===== src/verilog/acs_pkg.sv =====
// Constants, types and the function list of the conversion sequencer.
// Function
// Each continuous result overwrites the stored one.
// Interrupt after every continuous conversion, first included.
// First result after 5129 cycles, plus 40 waking.
// Start bit clears at first result, stays clear.
// Later continuous results every 256 cycles.
// Result: upper byte, three low bits 7:5.
// Clearing mode stops further continuous conversions.
// Interrupts only while converting; pending not withdrawn.
// Writing zero to start bit does nothing.
// Writing one starts or restarts a conversion.
// Single-shot gives one result, then stops.
// Reference code: off, 1.0 V, 2.0 V default.
// Pin buffer on while pin-drive bit set.
// Software keeps internal reference on for pin.
// Codes 0-7 pick inputs; others open all.
// Software writes reference high bit first.
// Conversion control layout, all fields reset zero.
// Reference control: bit 7 resets to one.
// Readable raw value spans 13 bits.
// Power down after 160 idle; 40 to wake.
// Upper byte read captures matching lower bits.
// Interrupt is one-cycle pulse with the store.
// Mode cleared: finish current, discard, go idle.
package acs_pkg;
  // Register indices; the byte address is four times the index.
  localparam logic [11:0] IDX_CONV_CTRL = 12'hf70;
  localparam logic [11:0] IDX_REF_CTRL  = 12'hf71;
  localparam logic [11:0] IDX_RES_UPPER = 12'hf72;
  localparam logic [11:0] IDX_RES_LOWER = 12'hf73;
  // Word select inside the four-register window.
  localparam logic [1:0]  SEL_CONV      = IDX_CONV_CTRL[1:0];
  localparam logic [1:0]  SEL_REF       = IDX_REF_CTRL[1:0];
  localparam logic [1:0]  SEL_UPPER     = IDX_RES_UPPER[1:0];
  localparam logic [1:0]  SEL_LOWER     = IDX_RES_LOWER[1:0];
  // Upper address bits that must match for a hit.
  localparam logic [27:0] WIN_TAG       = {18'h0, IDX_CONV_CTRL[11:2]};
  // Field positions.
  localparam int          BIT_GO        = 7;
  localparam int          BIT_REF_LO    = 6;
  localparam int          BIT_PIN       = 5;
  localparam int          BIT_MODE      = 4;
  localparam int          BIT_REF_HI    = 7;
  localparam int          CH_W          = 4;
  localparam int          NUM_INPUTS    = 8;
  // Values after reset.
  localparam logic [7:0]  CONV_CTRL_RST = 8'h00;
  localparam logic [7:0]  REF_CTRL_RST  = 8'h80;
  // Raw result layout.
  localparam int          RES_W         = 13;
  localparam int          UPPER_LSB     = 5;
  // Reference level codes.
  localparam logic [1:0]  REF_OFF       = 2'h0;
  localparam logic [1:0]  REF_1V0       = 2'h1;
  localparam logic [1:0]  REF_2V0       = 2'h2;
  // Cycle counts at the system clock.
  localparam int          CONV_CYCLES   = 5129;
  localparam int          WAKE_CYCLES   = 40;
  localparam int          REPEAT_CYCLES = 256;
  localparam int          IDLE_CYCLES   = 160;
  localparam int          CNT_W         = 13;
  localparam int          IDLE_W        = 8;
  // Bus response.
  localparam logic        HRESP_OKAY    = 1'b0;

  // Sequencer states.
  typedef enum logic [2:0] {
    ACS_IDLE   = 3'b000,
    ACS_WAKE   = 3'b001,
    ACS_FIRST  = 3'b010,
    ACS_REPEAT = 3'b011,
    ACS_DRAIN  = 3'b100
  } acs_state_t;

  // Register access from the bus port to the register file.
  typedef struct packed {
    logic       wr;
    logic       rd;
    logic [1:0] sel;
    logic [7:0] wdata;
  } acs_reg_req_t;
endpackage


===== src/verilog/acs_ahb_port.sv =====
// AHB-Lite slave front end that turns transfers into register strobes.
`timescale 1ns/1ps
module acs_ahb_port (
  // Clock and reset.
  input  wire logic                  hclk,
  input  wire logic                  hresetn,
  // AHB-Lite slave side.
  input  wire logic                  hsel,
  input  wire logic [31:0]           haddr,
  input  wire logic [1:0]            htrans,
  input  wire logic                  hwrite,
  input  wire logic [2:0]            hsize,
  input  wire logic [31:0]           hwdata,
  input  wire logic                  hready,
  output logic                       hreadyout,
  output logic                       hresp,
  output logic [31:0]                hrdata,
  // Register file side.
  output acs_pkg::acs_reg_req_t      req,
  input  wire logic [7:0]            rd_data
);
  import acs_pkg::*;

  logic       ph_write; // Data phase of a write is under way.
  logic       ph_read;  // Read waits one cycle to fetch fresh data.
  logic       ph_hit;   // The pending transfer hits the window.
  logic [1:0] ph_sel;   // Word select of the pending transfer.
  logic       take;     // An address phase is accepted.
  logic       hit;      // Address decodes to one of our words.

  // Anything but a whole-word transfer misses the window and reads as zero.
  assign take = hsel && hready && htrans[1];
  assign hit  = (haddr[31:4] == WIN_TAG) && (haddr[1:0] == 2'h0) && (hsize == 3'h2);

  // Capture the address phase; the write and read flags last one cycle, hit and select hold until the next one.
  always_ff @(posedge hclk or negedge hresetn) begin
    if (!hresetn) begin
      ph_write <= 1'b0;
      ph_read  <= 1'b0;
      ph_hit   <= 1'b0;
      ph_sel   <= 2'h0;
    end else begin
      ph_write <= take && hwrite;
      ph_read  <= take && !hwrite;
      if (take) begin
        ph_hit <= hit;
        ph_sel <= haddr[3:2];
      end
    end
  end

  // The read wait state lets a read right after a write see the new value.
  always_ff @(posedge hclk or negedge hresetn) begin
    if (!hresetn) begin
      hrdata <= 32'h0;
    end else if (ph_read) begin
      hrdata <= ph_hit ? {24'h0, rd_data} : 32'h0;
    end
  end

  // Writes finish with no wait; reads hold ready low for one cycle.
  assign hreadyout = !ph_read;
  assign hresp     = HRESP_OKAY;
  assign req.wr    = ph_write && ph_hit;
  assign req.rd    = ph_read && ph_hit;
  assign req.sel   = ph_sel;
  assign req.wdata = hwdata[7:0];
endmodule


===== src/verilog/acs_sequencer.sv =====
// Conversion sequencer top: registers, power and conversion timing.
`timescale 1ns/1ps
module acs_sequencer #(
  parameter int CONV_CYCLES = acs_pkg::CONV_CYCLES
) (
  // Clock and reset.
  input  wire logic                        hclk,
  input  wire logic                        hresetn,
  // AHB-Lite register bus.
  input  wire logic                        hsel,
  input  wire logic [31:0]                 haddr,
  input  wire logic [1:0]                  htrans,
  input  wire logic                        hwrite,
  input  wire logic [2:0]                  hsize,
  input  wire logic [31:0]                 hwdata,
  input  wire logic                        hready,
  output logic                             hreadyout,
  output logic                             hresp,
  output logic [31:0]                      hrdata,
  // Filter output, same clock domain.
  input  wire logic [acs_pkg::RES_W-1:0]   adc_sample,
  input  wire logic                        adc_overflow,
  // Analog front end controls.
  output logic [acs_pkg::NUM_INPUTS-1:0]   input_switch_en,
  output logic [1:0]                       ref_level_code,
  output logic                             ref_internal_on,
  output logic                             ref_pin_drive,
  output logic                             converter_power_on,
  output logic                             conversion_active,
  // Request to the interrupt controller.
  output logic                             conv_irq
);
  import acs_pkg::*;

  // Counter reload values, cut to the counter width on purpose.
  localparam logic [CNT_W-1:0]  CONV_LOAD   = CNT_W'(CONV_CYCLES - 1);
  localparam logic [CNT_W-1:0]  WAKE_LOAD   = CNT_W'(WAKE_CYCLES - 1);
  localparam logic [CNT_W-1:0]  REPEAT_LOAD = CNT_W'(REPEAT_CYCLES - 1);
  localparam logic [IDLE_W-1:0] IDLE_LAST   = IDLE_W'(IDLE_CYCLES - 1);

  acs_reg_req_t      req;          // Register strobes from the bus port.
  logic [7:0]        rd_data;      // Read mux into the bus port.
  logic [7:0]        conv_control; // Start, reference low, pin, mode, channel.
  logic [7:0]        ref_control;  // Reference high bit and spare bits.
  logic [7:0]        result_upper; // Upper eight result bits.
  logic [4:0]        result_low;   // Three result bits and two trim bits.
  logic              result_ovf;   // Filter overflow for this result.
  logic [7:0]        lower_live;   // Lower register image of the newest result.
  logic [7:0]        result_lower; // Lower byte latched by an upper read.
  acs_state_t        state;        // Sequencer state.
  acs_state_t        next_state;   // Sequencer state for the next cycle.
  logic [CNT_W-1:0]  cnt;          // Down counter of the running phase.
  logic [IDLE_W-1:0] idle_cnt;     // Consecutive idle cycles while powered.
  logic              powered;      // Converter core is powered up.
  logic              start;        // Software wrote one to the start bit.
  logic              cnt_done;     // Last cycle of the running phase.
  logic              store_stb;    // A result is written this edge.
  logic              first_done;   // The first conversion ends this edge.
  logic              conversion_go;   // Start bit.
  logic              repeat_mode_sel; // Continuous mode bit.
  logic [CH_W-1:0]   channel_select;  // Analog input code.

  // Bus port instance.
  acs_ahb_port u_port (
    .hclk      (hclk),
    .hresetn   (hresetn),
    .hsel      (hsel),
    .haddr     (haddr),
    .htrans    (htrans),
    .hwrite    (hwrite),
    .hsize     (hsize),
    .hwdata    (hwdata),
    .hready    (hready),
    .hreadyout (hreadyout),
    .hresp     (hresp),
    .hrdata    (hrdata),
    .req       (req),
    .rd_data   (rd_data)
  );

  // Field views of the control registers.
  assign conversion_go   = conv_control[BIT_GO];
  assign repeat_mode_sel = conv_control[BIT_MODE];
  assign channel_select  = conv_control[CH_W-1:0];

  // A write of one to the start bit restarts whatever runs now.
  assign start = req.wr && (req.sel == SEL_CONV) && req.wdata[BIT_GO];
  assign cnt_done = (cnt == '0);

  // A restart in the completing cycle discards that result.
  assign first_done = cnt_done && (state == ACS_FIRST) && !start;
  assign store_stb  = first_done
                   || (cnt_done && (state == ACS_REPEAT) && repeat_mode_sel && !start);

  // Next state of the sequencer.
  always_comb begin
    next_state = state;
    if (start) begin
      // Wake first if the core was powered down.
      next_state = powered ? ACS_FIRST : ACS_WAKE;
    end else begin
      unique case (state)
        ACS_IDLE: begin
          next_state = ACS_IDLE;
        end
        ACS_WAKE: begin
          if (cnt_done) begin
            next_state = ACS_FIRST;
          end
        end
        ACS_FIRST: begin
          // Single-shot stops after one result.
          if (cnt_done) begin
            next_state = repeat_mode_sel ? ACS_REPEAT : ACS_IDLE;
          end
        end
        ACS_REPEAT: begin
          // Clearing the mode lets the current conversion run out unstored.
          if (!repeat_mode_sel) begin
            next_state = cnt_done ? ACS_IDLE : ACS_DRAIN;
          end
        end
        ACS_DRAIN: begin
          if (cnt_done) begin
            next_state = ACS_IDLE;
          end
        end
        default: begin
          next_state = ACS_IDLE;
        end
      endcase
    end
  end

  // State register.
  always_ff @(posedge hclk or negedge hresetn) begin
    if (!hresetn) begin
      state <= ACS_IDLE;
    end else begin
      state <= next_state;
    end
  end

  // Phase counter: wake, first conversion, then the repeat period.
  always_ff @(posedge hclk or negedge hresetn) begin
    if (!hresetn) begin
      cnt <= '0;
    end else if (start) begin
      cnt <= powered ? CONV_LOAD : WAKE_LOAD;
    end else if (state == ACS_WAKE) begin
      cnt <= cnt_done ? CONV_LOAD : cnt - 1'b1;
    end else if ((state == ACS_FIRST) || (state == ACS_REPEAT)) begin
      cnt <= cnt_done ? REPEAT_LOAD : cnt - 1'b1;
    end else if ((state == ACS_DRAIN) && !cnt_done) begin
      cnt <= cnt - 1'b1;
    end
  end

  // Idle counter; the core sleeps after enough consecutive idle cycles.
  always_ff @(posedge hclk or negedge hresetn) begin
    if (!hresetn) begin
      idle_cnt <= '0;
    end else if ((state != ACS_IDLE) || start || !powered) begin
      idle_cnt <= '0;
    end else if (idle_cnt != IDLE_LAST) begin
      idle_cnt <= idle_cnt + 1'b1;
    end
  end

  // Power flag: up after the wake phase, down after the idle run.
  always_ff @(posedge hclk or negedge hresetn) begin
    if (!hresetn) begin
      powered <= 1'b0;
    end else if ((state == ACS_WAKE) && cnt_done && !start) begin
      powered <= 1'b1;
    end else if ((state == ACS_IDLE) && !start && (idle_cnt == IDLE_LAST)) begin
      powered <= 1'b0;
    end
  end

  // Conversion control: start only sets, hardware clears; set wins.
  always_ff @(posedge hclk or negedge hresetn) begin
    if (!hresetn) begin
      conv_control <= CONV_CTRL_RST;
    end else begin
      if (req.wr && (req.sel == SEL_CONV)) begin
        conv_control[BIT_GO-1:0] <= req.wdata[BIT_GO-1:0];
      end
      if (start) begin
        conv_control[BIT_GO] <= 1'b1;
      end else if (first_done) begin
        // Zero writes never land here; only completion clears it.
        conv_control[BIT_GO] <= 1'b0;
      end
    end
  end

  // Reference control; spare bits are kept as written.
  always_ff @(posedge hclk or negedge hresetn) begin
    if (!hresetn) begin
      ref_control <= REF_CTRL_RST;
    end else if (req.wr && (req.sel == SEL_REF)) begin
      ref_control <= req.wdata;
    end
  end

  // Result store; every new result replaces the last one.
  always_ff @(posedge hclk or negedge hresetn) begin
    if (!hresetn) begin
      result_upper <= 8'h00;
      result_low   <= 5'h00;
      result_ovf   <= 1'b0;
    end else if (store_stb) begin
      result_upper <= adc_sample[RES_W-1:UPPER_LSB];
      result_low   <= adc_sample[UPPER_LSB-1:0];
      result_ovf   <= adc_overflow;
    end
  end

  // Lower image: three result bits, two trim bits, overflow at bit 0.
  assign lower_live = {result_low, 2'h0, result_ovf};

  // Reading the upper byte freezes the lower byte to the same result.
  always_ff @(posedge hclk or negedge hresetn) begin
    if (!hresetn) begin
      result_lower <= 8'h00;
    end else if (req.rd && (req.sel == SEL_UPPER)) begin
      result_lower <= lower_live;
    end
  end

  // Read mux; the bus port registers the value.
  always_comb begin
    unique case (req.sel)
      SEL_CONV:  rd_data = conv_control;
      SEL_REF:   rd_data = ref_control;
      SEL_UPPER: rd_data = result_upper;
      SEL_LOWER: rd_data = result_lower;
    endcase
  end

  // Interrupt pulse in the first cycle the new result is readable.
  always_ff @(posedge hclk or negedge hresetn) begin
    if (!hresetn) begin
      conv_irq <= 1'b0;
    end else begin
      conv_irq <= store_stb;
    end
  end

  // Input switches: one per input, all open for reserved codes.
  genvar gi;
  generate
    for (gi = 0; gi < NUM_INPUTS; gi = gi + 1) begin : g_sw
      always_ff @(posedge hclk or negedge hresetn) begin
        if (!hresetn) begin
          input_switch_en[gi] <= 1'b0;
        end else begin
          input_switch_en[gi] <= (channel_select == CH_W'(gi));
        end
      end
    end
  endgenerate

  // Reference controls straight from register bits.
  // Software must keep the reference on when it drives the pin.
  assign ref_level_code     = {ref_control[BIT_REF_HI], conv_control[BIT_REF_LO]};
  assign ref_internal_on    = (ref_level_code != REF_OFF);
  assign ref_pin_drive      = conv_control[BIT_PIN];
  assign converter_power_on = powered;
  assign conversion_active  = (state != ACS_IDLE);

  // Cycles since the last start, for checking the first-result latency.
  logic [CNT_W-1:0] age;
  logic             woke;
  always_ff @(posedge hclk or negedge hresetn) begin
    if (!hresetn) begin
      age  <= '0;
      woke <= 1'b0;
    end else if (start) begin
      age  <= '0;
      woke <= !powered;
    end else if (age != '1) begin
      age <= age + 1'b1;
    end
  end

  first_latency_a: assert property (
    @(posedge hclk) disable iff (!hresetn)
    first_done |-> (age == (woke ? CNT_W'(CONV_CYCLES + WAKE_CYCLES - 1) : CONV_LOAD)))
    else $error("first result at wrong cycle");

  repeat_period_a: assert property (
    @(posedge hclk) disable iff (!hresetn)
    (store_stb && (state == ACS_REPEAT)) |-> $past(store_stb, 256))
    else $error("repeat result not 256 cycles after previous");

  irq_with_store_a: assert property (
    @(posedge hclk) disable iff (!hresetn)
    store_stb |=> conv_irq && (result_upper == $past(adc_sample[RES_W-1:UPPER_LSB])))
    else $error("interrupt not paired with new result");

  irq_only_store_a: assert property (
    @(posedge hclk) disable iff (!hresetn)
    conv_irq |-> $past(state != ACS_IDLE) && $past(state != ACS_DRAIN))
    else $error("interrupt while not converting");

  go_clears_a: assert property (
    @(posedge hclk) disable iff (!hresetn)
    first_done |=> !conversion_go ##1 (!conversion_go || $past(start)))
    else $error("start bit not cleared at first result");

  go_zero_write_a: assert property (
    @(posedge hclk) disable iff (!hresetn)
    (conversion_go && !first_done && req.wr && (req.sel == SEL_CONV)) |=> conversion_go)
    else $error("zero write cleared start bit");

  switch_open_a: assert property (
    @(posedge hclk) disable iff (!hresetn)
    channel_select[CH_W-1] |=> (input_switch_en == '0))
    else $error("switch closed for reserved code");

  powerdown_a: assert property (
    @(posedge hclk) disable iff (!hresetn)
    $fell(powered) |-> $past(state == ACS_IDLE, 1) && $past(state == ACS_IDLE, 160))
    else $error("power down without 160 idle cycles");

  drain_quiet_a: assert property (
    @(posedge hclk) disable iff (!hresetn)
    (state == ACS_DRAIN) |-> !store_stb ##1 !conv_irq)
    else $error("drained conversion stored a result");

  shadow_pair_a: assert property (
    @(posedge hclk) disable iff (!hresetn)
    (req.rd && (req.sel == SEL_UPPER)) |=> (result_lower == $past(lower_live)))
    else $error("lower byte not latched by upper read");

  go_sets_a: assert property (
    @(posedge hclk) disable iff (!hresetn)
    start |=> conversion_go && (state != ACS_IDLE))
    else $error("start did not begin a conversion");

  single_stop_a: assert property (
    @(posedge hclk) disable iff (!hresetn)
    (first_done && !repeat_mode_sel) |=> (state == ACS_IDLE))
    else $error("single shot did not stop");
endmodule


===== config.mk =====
export PLATFORM = sky130hd
export DESIGN_NAME = acs_sequencer
export DESIGN_NICKNAME = d
export VERILOG_FILES = /design/src/verilog/acs_pkg.sv /design/src/verilog/acs_ahb_port.sv /design/src/verilog/acs_sequencer.sv
export SDC_FILE = /design/constraint.sdc
export NUM_CORES = 1
export LEC_CHECK = 0
export ABC_CLOCK_PERIOD_IN_PS = 1950
export BUFFER_PORTS_ARGS = -buffer_cell sky130_fd_sc_hd__buf_4
export CAP_MARGIN = 20
export CORE_MARGIN = 5
export CORE_UTILIZATION = 46
export CTS_CLUSTER_DIAMETER = 100
export CTS_CLUSTER_SIZE = 25
export DETAILED_ROUTE_END_ITERATION = 16
export PLACE_DENSITY = 0.76
export SLEW_MARGIN = 10
export SYNTH_ARGS = -nofsm -noshare
export SYNTH_HDL_FRONTEND = slang
export SYNTH_HIERARCHICAL = 1
export SYNTH_SLANG_ARGS = --single-unit
export TNS_END_PERCENT = 50

===== constraint.sdc =====
create_clock -name hclk -period 1.95 [get_ports hclk]
set_clock_uncertainty 0.05 [all_clocks]
set_input_delay 0.195 -clock hclk [delete_from_list [all_inputs] [get_ports hclk]]
set_output_delay 0.195 -clock hclk [all_outputs]
set_load 0.005 [all_outputs]

==> implementation parameters <==
Parameter                              Value

Clocking
  CTS H-Tree Depth    3
  CTS buffer count    9
  Latest clock arrival within the worst-skew pair    360 ps
  Clock net sink count    83
  Number of buffers on the longest clock path    2
  Clock root cell    sky130_fd_sc_hd__clkbuf_8
  Clock tree from TritonCTS    yes
  Clock transition at the registers of the reported paths    100 ps

Status
  Result of the run    complete, but fails checks
  Violated checks    setup timing

Floorplan
  Vertical die dimension    107.4 µm
  Horizontal extent of the die    107.4 µm
  Area of the die    11540 µm²
  I/O pins    137
  Row Count    35
  Core ar.    9240 µm²
  Effective utilization at floorplan    47.24%

Timing
  Number of max-slew violations in the final report    0
  Crit path time final    1996 ps
  Count of final setup violators    5
  Count of final hold-check violations    0
  RSZ-0062 raised after global routing    true
  Final cycle utilization of the critical path    102.4%
  PnR worst setup slack    -46.37 ps
  Maximum frequency from static timing analysis    500.9 MHz

Yosys
  Primary flip-flop cell chosen by synthesis mapping    sky130_fd_sc_hd__dfrtp_1
  Fraction of post-synthesis cell area in the top cell type by area    47.00%
  Warnings, synthesis    6
  Dominant combinational cell family by area after synthesis    simple AND/OR/NAND/NOR gates
  Post-synth EDFFs    0
  Synth Area in Adders    0.8598%
  Mapped Area    4365 µm²
  Share of the yosys chip area belonging to registers    47.61%
  Compound-Gate Fraction of Synth Area    9.430%
  Most numerous cell in the Yosys netlist    sky130_fd_sc_hd__dfrtp_1
  Flop and latch count out of synthesis    83
  Most frequent cells after synthesis    sky130_fd_sc_hd__dfrtp_1, sky130_fd_sc_hd__buf_4, sky130_fd_sc_hd__nor2_1
  Cell types occupying the most area after synthesis    sky130_fd_sc_hd__dfrtp_1, sky130_fd_sc_hd__mux2_2, sky130_fd_sc_hd__buf_4, sky130_fd_sc_hd__mux2_4, sky130_fd_sc_hd__mux4_2
  Syn Inst Count    391
  Post-synth cell types    65
  Simple-gate portion of the synthesized area    17.25%
  Biggest area consumer among synthesized cells    sky130_fd_sc_hd__dfrtp_1
  Mapped Avg Cell Area    11.16 µm²
  Multiplexer fraction of the synthesized cell area    14.65%
  Xor/xnor cell area share of the yosys netlist    0.8025%
  Asr flop ratio synth    100.0%

Placed design
  Worst setup slack before clock tree synthesis    -44.49 ps
  Post-DP HPWL    7685 µm
  PortBufs    86
  Global placement routability congestion    0.8560

Pwr
  Post-layout power    3.447 mW
  IR Drop Worst-Case VDD    0.4100 mV
  Static leakage    2.670 nW
  Power density over cell area    608.8 nW/µm²

Cells and area
  Relative area change from synthesis to final layout    29.69%
  Final net count    613
  Proportion of layout cells with a drive suffix above 1    40.23%
  Fillers    724
  Antenna diode count    0
  Layout Utilization    61.27%

Worst hold path
  Start point of the worst hold path    adc_sample[4]
  Class of the tightest hold or removal check    input pin to register

Flow run
  Max-capacitance violation count    0

Setup path
  Critical path type    register to register
  Kind of end point of the critical path    register
  Source of the worst register-to-register timing path    cnt[5]$_DFFE_PN0P_
  Critical Path AT    2210 ps
  Peak fanout along the critical path    5
  CP required    2160 ps
  Kind of start point of the critical path    register
  First element of the critical path    cnt[5]$_DFFE_PN0P_

GRT
  Largest net degree at the start of global routing    72
  Number of global-route vias before repair    3412
  Global-route usage over all layers    18.51%
  Aggregate global routing overflow    0
  Wire length of the first global-routing pass    16930 µm
  Initial antenna violation count    0

Routing
  Post-DR vias/cell    5.142
  Number of nets still failing antenna checks after routing    0
  Vias after detailed routing    3373
  DRC violations left    0
  Total wire length after detailed routing    10440 µm
  Count of TritonRoute iterations in the first routing pass    5
  Average wire length per cell after detail routing    15.92 µm
  Number of DRC violations after detailed-routing iteration 0    227
==> critical path, cell delays in order, from the launching register on <==
cell and delay [ps]:
sky130_fd_sc_hd__dfrtp_1 420, sky130_fd_sc_hd__nor4_4 350, sky130_fd_sc_hd__buf_4 200, sky130_fd_sc_hd__nand4_1 220
sky130_fd_sc_hd__a31oi_1 270, sky130_fd_sc_hd__buf_4 170, sky130_fd_sc_hd__a21oi_2 30, sky130_fd_sc_hd__o21a_1 190
==> logic make-up (layout without fill, tap and decap cells) <==
family / after synthesis / count (layout)
XOR/XNOR: 4 / 4
multiplexers: 48 / 48
other: 1 / 25
flip-flops: 83 / 83
adder cells (fa/ha/maj): 3 / 3
AO/OA/AOI/OAI: 61 / 61
AND/OR/NAND/NOR: 128 / 128
buffers and inverters: 63 / 175
==> worst paths after layout <==
check / to / slack (ps) / cells past startpoint
worst min register to register: result_lower[0]$_DFFE_PN0P_ / 460 / 1
worst min-delay path: result_low[4]$_DFFE_PN0P_ / 20 / 2
worst max-delay path: cnt[6]$_DFFE_PN0P_ / -50 / 7
min in group asynchronous: conv_irq$_DFF_PN0_ / 160 / 2
max in group asynchronous: ref_control[7]$_DFFE_PN1P_ / 1050 / 3
worst max register to register: cnt[6]$_DFFE_PN0P_ / -50 / 7
==> stage by stage <==
stage	instance area, µm²	setup TNS, ps	hold slack [ps]	std cells
3_5_place_dp	5211	-291.0	10.17	618
6_report	5662	-147.9	15.51	656
3_3_place_gp	5211	-153.2	10.52	618
5_1_grt	5662	-1447	4.514	656
2_1_floorplan	4458	-425.1	-150.6	415
4_1_cts	5574	-17.17	0.1214	649
==> layer usage <==
layer | part of all wire (%) | wire (µm) | global-route usage, % | vias up
met5 | 0 | 0 | 0 | -
li1 | - | - | - | 1615
met4 | 1.3 | 134 | 6.132 | 0
met1 | 41 | 4254 | 24.18 | 1651
met3 | 5.0 | 518 | 4.439 | 13
met2 | 53 | 5533 | 30.34 | 94
==> placed cells by master (no fill, tap or decap), types with 7 or more instances in the layout <==
| cell type | count |
|---|---|
| sky130_fd_sc_hd__nand2_1 | 22 |
| sky130_fd_sc_hd__o21ai_0 | 8 |
| sky130_fd_sc_hd__dlygate4sd3_1 | 15 |
| sky130_fd_sc_hd__nor3_1 | 13 |
| sky130_fd_sc_hd__conb_1 | 25 |
| sky130_fd_sc_hd__clkbuf_8 | 9 |
| sky130_fd_sc_hd__buf_4 | 128 |
| sky130_fd_sc_hd__inv_1 | 13 |
| sky130_fd_sc_hd__nand3_1 | 12 |
| sky130_fd_sc_hd__mux2_4 | 10 |
| sky130_fd_sc_hd__o21ai_1 | 7 |
| sky130_fd_sc_hd__dfrtp_1 | 82 |
| sky130_fd_sc_hd__mux2_2 | 25 |
| sky130_fd_sc_hd__nor2_1 | 29 |
==> power breakdown <==
group,leakage (nW),switching [mW],internal [mW]
sequential,1.05,0.0208,1.75
clock,0.0944,0.702,0.610
combinational,1.53,0.152,0.210
==> registers in the layout (all words and copies together), names as in the netlist <==
register and count:
conv_control 8, result_lower 6, u_port/ph_hit 1, conv_irq 1, result_upper 8, u_port/ph_read 1
u_port/ph_sel 2, u_port/hrdata 8, u_port/ph_write 1, result_low 5, cnt 13, converter_power_on 1
state 3, input_switch_en 8, result_ovf 1, ref_control 8, idle_cnt 8
==> repair_timing <==
action | in CTS | in global routing
pin swaps | 4 | 8
hold buffers | 14 | 1
endpoints found under the setup margin | 25 | 29
endpoints found under the hold margin | 96 | 1
gates resized for setup | 4 | 9
setup buffers | 1 | 6
==> final cells by class <==
cell class	count	area (µm²)	share of cell area, %
tap	129	161.4	2.851
timing repair buffer	145	1151	20.33
sequential	83	2078	36.71
multi-input combinational	269	2013	35.56
clock buffer	9	123.9	2.188
clock inverter	7	81.33	1.436
inverter	14	52.55	0.9282
(Power assumes the default switching activity.)
